--- src/pkg/vtr_pkg.sv ---
package vtr_pkg;
  localparam logic [11:0] OFF_TEST_CTRL   = 12'h300;
  localparam logic [11:0] OFF_CHAIN_IN_RB = 12'h304;
  localparam logic [11:0] OFF_VEC_IN_RB   = 12'h308;
  localparam logic [11:0] OFF_REQ_OUT_RB  = 12'h30C;
  localparam logic [11:0] OFF_VEC_OUT_RB  = 12'h310;
  localparam int unsigned IRQ_BIT         = 7;
  localparam int unsigned FIQ_BIT         = 6;
  localparam int unsigned TEST_EN_BIT     = 0;
  localparam logic        TEST_EN_RST     = 1'h0;
  localparam logic        REQ_N_RST       = 1'h1;
  localparam logic [31:0] WORD_RST        = 32'h0;
  localparam logic [2:0]  HSIZE_WORD      = 3'h2;
  localparam logic [1:0]  HRESP_OKAY      = 2'h0;
  localparam logic [1:0]  HRESP_ERROR     = 2'h1;

  typedef struct packed {
    logic        valid;
    logic        write;
    logic        bad;
    logic [11:2] idx;
  } vtr_phase_t;

  typedef struct packed {
    logic        irq_n;
    logic        fiq_n;
    logic [31:0] vec;
  } vtr_chain_t;

  typedef enum {VTR_OK, VTR_ERR_WAIT, VTR_ERR_LAST} vtr_resp_state_t;

  function automatic logic [11:2] vtr_idx(input logic [11:0] off);
    return off[11:2];
  endfunction

  function automatic logic vtr_take(input logic sel, input logic trans1, input logic rdy);
    return sel && trans1 && rdy;
  endfunction

  function automatic logic vtr_mapped(input logic [11:2] idx);
    return idx == vtr_idx(OFF_TEST_CTRL) || idx == vtr_idx(OFF_CHAIN_IN_RB) ||
           idx == vtr_idx(OFF_VEC_IN_RB) || idx == vtr_idx(OFF_REQ_OUT_RB) ||
           idx == vtr_idx(OFF_VEC_OUT_RB);
  endfunction
endpackage

--- src/design/vtr_ahb_capture.sv ---
`timescale 1ns/1ps
module vtr_ahb_capture
  import vtr_pkg::*;
(
  input  wire logic        i_clk,
  input  wire logic        i_rst_n,
  input  wire logic        i_slave_select,
  input  wire logic        i_htrans1,
  input  wire logic        i_hreadyin,
  input  wire logic        i_hwrite,
  input  wire logic [2:0]  i_hsize,
  input  wire logic        i_hprot1,
  input  wire logic [11:2] i_haddr,
  output vtr_phase_t       o_phase
);
  vtr_phase_t phase_ff;
  vtr_phase_t nxt_phase;
  logic       take;

  assign take = vtr_take(i_slave_select, i_htrans1, i_hreadyin);

  always_comb begin
    nxt_phase       = '0;
    nxt_phase.valid = take;
    nxt_phase.write = i_hwrite;
    nxt_phase.idx   = i_haddr;
    nxt_phase.bad   = !vtr_mapped(i_haddr) || i_hsize != HSIZE_WORD ||
                      (i_hwrite && !i_hprot1 && i_haddr == vtr_idx(OFF_TEST_CTRL));
  end

  // The phase is held while another slave stretches its data phase.
  // Ready input gates.
  always_ff @(posedge i_clk or negedge i_rst_n) begin
    if (!i_rst_n) begin
      phase_ff <= '0;
    end else if (i_hreadyin) begin
      phase_ff <= nxt_phase;
    end
  end

  assign o_phase = phase_ff;
endmodule

--- src/design/vtr_test_readback.sv ---
`timescale 1ns/1ps
module vtr_test_readback
  import vtr_pkg::*;
(
  input  wire logic        i_clk,
  input  wire logic        i_rst_n,
  input  wire logic        i_slave_select,
  input  wire logic        i_htrans1,
  input  wire logic        i_hwrite,
  input  wire logic [2:0]  i_hsize,
  input  wire logic        i_hprot1,
  input  wire logic [11:2] i_haddr,
  input  wire logic [31:0] i_hwdata,
  input  wire logic        i_hreadyin,
  output logic      [31:0] o_hrdata,
  output logic             o_hreadyout,
  output logic      [1:0]  o_hresp,
  input  wire logic        i_chained_irq_in_n,
  input  wire logic        i_chained_fiq_in_n,
  input  wire logic [31:0] i_chained_vector_address_in,
  input  wire logic        i_internal_irq_request,
  input  wire logic        i_internal_fiq_request,
  input  wire logic [31:0] i_vector_address_next,
  output logic             o_irq_request_out_n,
  output logic             o_fiq_request_out_n,
  output logic      [31:0] o_vector_address_out,
  output logic             o_integration_test_enable
);
  vtr_phase_t      phase;
  vtr_resp_state_t state_ff;
  vtr_resp_state_t nxt_state;
  vtr_chain_t      live;
  vtr_chain_t      snap_ff;
  vtr_chain_t      seen;
  logic            take;
  logic            take_bad;
  logic            ten_ff;
  logic            hreadyout_ff;
  logic [1:0]      hresp_ff;
  logic [31:0]     hrdata_ff;
  logic [31:0]     nxt_rdata;
  logic            irq_n_ff;
  logic            fiq_n_ff;
  logic [31:0]     vec_out_ff;
  logic            ctrl_wr;

  vtr_ahb_capture u_capture (
    .i_clk          (i_clk),
    .i_rst_n        (i_rst_n),
    .i_slave_select (i_slave_select),
    .i_htrans1      (i_htrans1),
    .i_hreadyin     (i_hreadyin),
    .i_hwrite       (i_hwrite),
    .i_hsize        (i_hsize),
    .i_hprot1       (i_hprot1),
    .i_haddr        (i_haddr),
    .o_phase        (phase)
  );

  assign take = vtr_take(i_slave_select, i_htrans1, i_hreadyin);
  // Bad accesses take the same decode as the capture stage so both agree.
  assign take_bad = take && (!vtr_mapped(i_haddr) || i_hsize != HSIZE_WORD ||
                    (i_hwrite && !i_hprot1 && i_haddr == vtr_idx(OFF_TEST_CTRL)));

  // Control write lands at the end of its single-cycle OKAY data phase.
  // Only control writes.
  assign ctrl_wr = phase.valid && phase.write && !phase.bad &&
                   phase.idx == vtr_idx(OFF_TEST_CTRL);

  always_ff @(posedge i_clk or negedge i_rst_n) begin
    if (!i_rst_n) begin
      ten_ff <= TEST_EN_RST;
    end else if (ctrl_wr) begin
      ten_ff <= i_hwdata[TEST_EN_BIT];
    end
  end

  assign live.irq_n = i_chained_irq_in_n;
  assign live.fiq_n = i_chained_fiq_in_n;
  assign live.vec   = i_chained_vector_address_in;

  // In test mode the input view is frozen, so software reads a stable
  // picture of the chain even while the neighbour keeps toggling.
  always_ff @(posedge i_clk or negedge i_rst_n) begin
    if (!i_rst_n) begin
      snap_ff <= '0;
    end else if (!ten_ff) begin
      snap_ff <= live;
    end
  end

  assign seen = ten_ff ? snap_ff : live;

  always_ff @(posedge i_clk or negedge i_rst_n) begin
    if (!i_rst_n) begin
      irq_n_ff   <= REQ_N_RST;
      fiq_n_ff   <= REQ_N_RST;
      vec_out_ff <= WORD_RST;
    end else begin
      irq_n_ff   <= !i_internal_irq_request;
      fiq_n_ff   <= !i_internal_fiq_request;
      vec_out_ff <= i_vector_address_next;
    end
  end

  // Undefined bits read as zero.
  // Word index decode.
  always_comb begin
    nxt_rdata = WORD_RST;
    unique case (i_haddr)
      vtr_idx(OFF_TEST_CTRL): begin
        nxt_rdata[TEST_EN_BIT] = ten_ff;
      end
      vtr_idx(OFF_CHAIN_IN_RB): begin
        nxt_rdata[IRQ_BIT] = seen.irq_n;
        nxt_rdata[FIQ_BIT] = seen.fiq_n;
      end
      vtr_idx(OFF_VEC_IN_RB): begin
        nxt_rdata = seen.vec;
      end
      vtr_idx(OFF_REQ_OUT_RB): begin
        nxt_rdata[IRQ_BIT] = !irq_n_ff;
        nxt_rdata[FIQ_BIT] = !fiq_n_ff;
      end
      vtr_idx(OFF_VEC_OUT_RB): begin
        nxt_rdata = vec_out_ff;
      end
      default: begin
        nxt_rdata = WORD_RST;
      end
    endcase
  end

  always_ff @(posedge i_clk or negedge i_rst_n) begin
    if (!i_rst_n) begin
      hrdata_ff <= WORD_RST;
    end else if (take && !i_hwrite && !take_bad) begin
      hrdata_ff <= nxt_rdata;
    end else if (take) begin
      hrdata_ff <= WORD_RST;
    end
  end

  // ERROR is two cycles: first with ready low so the master can cancel.
  always_comb begin
    nxt_state = VTR_OK;
    unique case (state_ff)
      VTR_OK: begin
        nxt_state = take_bad ? VTR_ERR_WAIT : VTR_OK;
      end
      VTR_ERR_WAIT: begin
        nxt_state = VTR_ERR_LAST;
      end
      VTR_ERR_LAST: begin
        nxt_state = take_bad ? VTR_ERR_WAIT : VTR_OK;
      end
    endcase
  end

  always_ff @(posedge i_clk or negedge i_rst_n) begin
    if (!i_rst_n) begin
      state_ff <= VTR_OK;
    end else begin
      state_ff <= nxt_state;
    end
  end

  always_ff @(posedge i_clk or negedge i_rst_n) begin
    if (!i_rst_n) begin
      hreadyout_ff <= 1'h1;
    end else begin
      hreadyout_ff <= nxt_state != VTR_ERR_WAIT;
    end
  end

  always_ff @(posedge i_clk or negedge i_rst_n) begin
    if (!i_rst_n) begin
      hresp_ff <= HRESP_OKAY;
    end else begin
      hresp_ff <= (nxt_state == VTR_OK) ? HRESP_OKAY : HRESP_ERROR;
    end
  end

  assign o_hrdata                  = hrdata_ff;
  assign o_hreadyout               = hreadyout_ff;
  assign o_hresp                   = hresp_ff;
  assign o_irq_request_out_n       = irq_n_ff;
  assign o_fiq_request_out_n       = fiq_n_ff;
  assign o_vector_address_out      = vec_out_ff;
  assign o_integration_test_enable = ten_ff;
endmodule

--- config.mk ---
export PLATFORM = sky130hd
export DESIGN_NAME = vtr_test_readback
export DESIGN_NICKNAME = d
export VERILOG_FILES = /design/src/pkg/vtr_pkg.sv /design/src/design/vtr_ahb_capture.sv /design/src/design/vtr_test_readback.sv
export SDC_FILE = /design/constraint.sdc
export NUM_CORES = 1
export LEC_CHECK = 0
export BUFFER_PORTS_ARGS = -buffer_cell sky130_fd_sc_hd__clkbuf_2
export CAP_MARGIN = 15
export CORE_UTILIZATION = 40
export DETAILED_ROUTE_END_ITERATION = 8
export PLACE_DENSITY = 0.69
export SYNTH_ARGS = -nofsm -noshare
export SYNTH_HDL_FRONTEND = slang
export SYNTH_SLANG_ARGS = --single-unit
export TNS_END_PERCENT = 100
--- constraint.sdc ---
create_clock -name i_clk -period 4.05 [get_ports i_clk]
set_clock_uncertainty 0.2 [all_clocks]
set_input_delay 0.2025 -clock i_clk [delete_from_list [all_inputs] [get_ports i_clk]]
set_output_delay 0.2025 -clock i_clk [all_outputs]
set_load 0.005 [all_outputs]
==> flow_summary.toml <==
[run_status]
status = "complete, no violations"

[synthesis]
synth_compound_area_frac = 0.105
synthCells = 314
ys_warn_count = 0
yosysUniqueCellTypes = 38
ys_top_cells_by_area = "dfrtp_1, mux2_2, a22oi_1"
yosysSeqAreaShare = 0.679
synth_top_family_by_area = "multiplexers"
yosys.area_share.adder = 0
synth_top_area_cell = "dfrtp_1"
synth_ff_type = "dfrtp_1"
synth_nets = 434
muxShareOfSynthArea = 0.122
avgSynthCellArea_sq_um = 13.8
yosysTopAreaCellShare = 0.660
synth_xor_xnor_area_share = 0
synth_async_sr_flop_share = 1.00
syn-cell-area_sq_mm = 0.00432
synthSimpleGateAreaFrac = 0.0634
ys_ff_latch = 117
synth_edf_count = 0

[worst_setup_path]
path_buf_inv = 4
crit_path_top_delay_cell = "dlygate4sd3_1"
reg2reg_setup_slack_ns = 1.46
reg2reg_depth = 4
r2r_end = "o_hrdata[0]"
end_kind = "flip-flop"
crit_path_cell_trace = "dlygate4sd3_1 -> clkbuf_2 -> nor4b_2 -> dlygate4sd3_1 -> nand4_1 -> or3_4 -> o31ai_1 -> dlygate4sd3_1"
cp_top_family = "buffers and inverters"
worstPathArrival_ns = 3.25
endpoint = "o_hrdata[0]"
cp_max_fo = 32
cp-startpoint = "i_haddr[10]"
max_stage_delay_ns = 0.59
crit_top_cell = "dlygate4sd3_1"
cp.required_ns = 4.30
worst-path-stages = 8
timing.rr.start = "o_integration_test_enable"
crit_type = "input pin to flip-flop"
cp-start-kind = "input pin"

[clock_tree]
post_cts.resized_instances = 0
clock_latency_ns = 0.51
h-tree-depth = 4
clkTransAtPathRegs_ns = 0.06
clock-root-buffer = "clkbuf_8"
clock-sinks = 117
hold_buffers = 86
cts_tree = "built"
cts_inserted_buffers = 17
clockBufferDepth = 2
postCtsSetupRepairBufs = 0

[route]
dr.pass1.iters = 4
drcViolationCount = 0
avgViaCountPerCell = 4.97
antenna_left = 0
initialDrtViolationCount = 122
detail_route.wirelength_um = 11500
wl_per_cell_um = 16.2
vias = 3531

[run]
drv_cap = 0

[worst_hold_path]
hold_path_class = "input pin to flip-flop"

[floorplan]
die_height_um = 106
initial_utilization = 0.415
rows = 37
core_region_area_sq_mm = 0.0104
die_x_um = 106
dieArea_sq_mm = 0.0112
io_pins = 190

[final_layout]
final_net_count = 682
insertedDiodeCount = 0
syn2layout_area_growth_pct = 53.7
drive_gt1_frac = 0.435

[grt]
global_route.peak_usage_layer = "met2"
grt_pass1_wl_um = 18400
grt.total_usage = 0.218
grt_use_met2 = 0.369
grt_overflow = 0
antenna_found_initial = 0
grt_pass1_vias = 3697
met3_usage = 0.0674
grt_max_degree = 44
grtUsageMet1 = 0.256

[timing]
finalCritPeriodShare = 0.742
fin_ws_ns = 1.04
final.min_clock_period_ns = 3.01
whs_ns = 0.00606
setup_tns_ns = 0
rsz0062_at_grt = "false"
tightest_slew_ns = 0.969
setup_viol = 0
fmax_mhz = 333
slew_violations = 0
relSlewSlack = 0.354
final_hold_viol_count = 0

[power]
power_density_mw_per_mm2 = 422
leakage_nw = 3.08
vdd_drop_max_mv = 0.380

[placed_design]
gp_congestion = 0.703
dp_slack_ns = 1.75
post-dp-hpwl_um = 6640
io_buffers = 157
==> routing by layer <==
metal / routed length [um] / vias to the layer above / share of wire
met2: 5780 / 148 / 0.50
li1: - / 1609 / -
met3: 700 / 20 / 0.061
met5: 0 / - / 0
met1: 4810 / 1754 / 0.42
met4: 204 / 0 / 0.018
==> per-stage QoR <==
stage | cells | power (mW) | util | area (sq um)
floorplan | 314 | 1.32 | - | 4320
global placement | 592 | 1.42 | 0.501 | 5220
detailed placement | 592 | 1.43 | 0.501 | 5220
CTS | 710 | 2.82 | 0.635 | 6610
global route | 711 | 2.91 | 0.637 | 6640
finish | 711 | 2.80 | 0.637 | 6640
==> how the worst min path moves through the flow <==
stage	cells past startpoint	end	start
after floorplan	0	o_hrdata[0]	i_rst_n
after global placement	1	o_vector_address_out[17]	i_rst_n
after detailed placement	1	snap_ff[20]	i_rst_n
after CTS	4	state_ff[0]	i_hprot1
after global routing	2	o_vector_address_out[19]	i_rst_n
final	4	state_ff[0]	i_hprot1
==> flip-flops by register name (all words and copies together) (netlist names) <==
| register | flops |
|---|---|
| o_fiq_request_out_n | 1 |
| o_hrdata | 32 |
| o_hreadyout | 1 |
| o_hresp | 1 |
| o_integration_test_enable | 1 |
| o_irq_request_out_n | 1 |
| o_vector_address_out | 32 |
| snap_ff | 34 |
| state_ff | 1 |
| u_capture.o_phase | 13 |
==> worst min-delay path, stage by stage <==
cell and delay (ns):
clkbuf_2 0.08, nor4b_1 0.04, a21oi_1 0.28, nor3_1 0.07
==> power breakdown <==
group | internal [mW] | switching [mW] | leakage [nW]
Sequential | 1.22 | 0.0225 | 1.44
Clock | 0.771 | 0.557 | 0.239
Combinational | 0.135 | 0.101 | 1.41
Total | 2.12 | 0.680 | 3.08
==> cells by family after synthesis <==
family	Yosys count
buffers and inverters	26
other	1
muxes	47
DFF	117
AOI/OAI and AO/OA	71
and+or+nand+nor	52
==> layout make-up <==
type / count / area [sq um]
multi-input cells: 171 / 1270
flip-flops and latches: 117 / 2930
clock inverters: 13 / 101
well taps: 136 / 170
fillers: 803 / 3780
clock buffers: 19 / 432
inverters: 6 / 22.5
repair buffers: 249 / 1710
==> cells in the mapped netlist (all sizes together) (2+ instances only) <==
master and count:
dfrtp 114, a21oi 2, a22oi 29, nor4 2
o21ai 33, mux2 44, or3 2, o22ai 2
nor2 3, mux2i 3, nor4b 2, nor3 2
buf 12, dfstp 3, inv 6, nand2 33
nand3 2, clkbuf 8, a221oi 2
==> cell usage in the layout (no fill, tap or decap), types with 2 or more instances in the layout <==
| cell type | n |
|---|---|
| a21oi_1 | 2 |
| mux2_2 | 44 |
| clkbuf_8 | 2 |
| clkbuf_16 | 16 |
| o21ai_1 | 30 |
| a221oi_1 | 2 |
| dfrtp_1 | 113 |
| dfstp_2 | 3 |
| clkinvlp_4 | 7 |
| o22ai_1 | 2 |
| inv_6 | 3 |
| nand2_1 | 33 |
| inv_1 | 6 |
| clkbuf_2 | 156 |
| a22oi_1 | 29 |
| clkinv_4 | 2 |
| nor4_1 | 2 |
| mux2i_1 | 3 |
| nor2_1 | 3 |
| dlygate4sd3_1 | 86 |
| o21ai_2 | 2 |
| buf_4 | 6 |
Power figures use the tool's default switching activity.
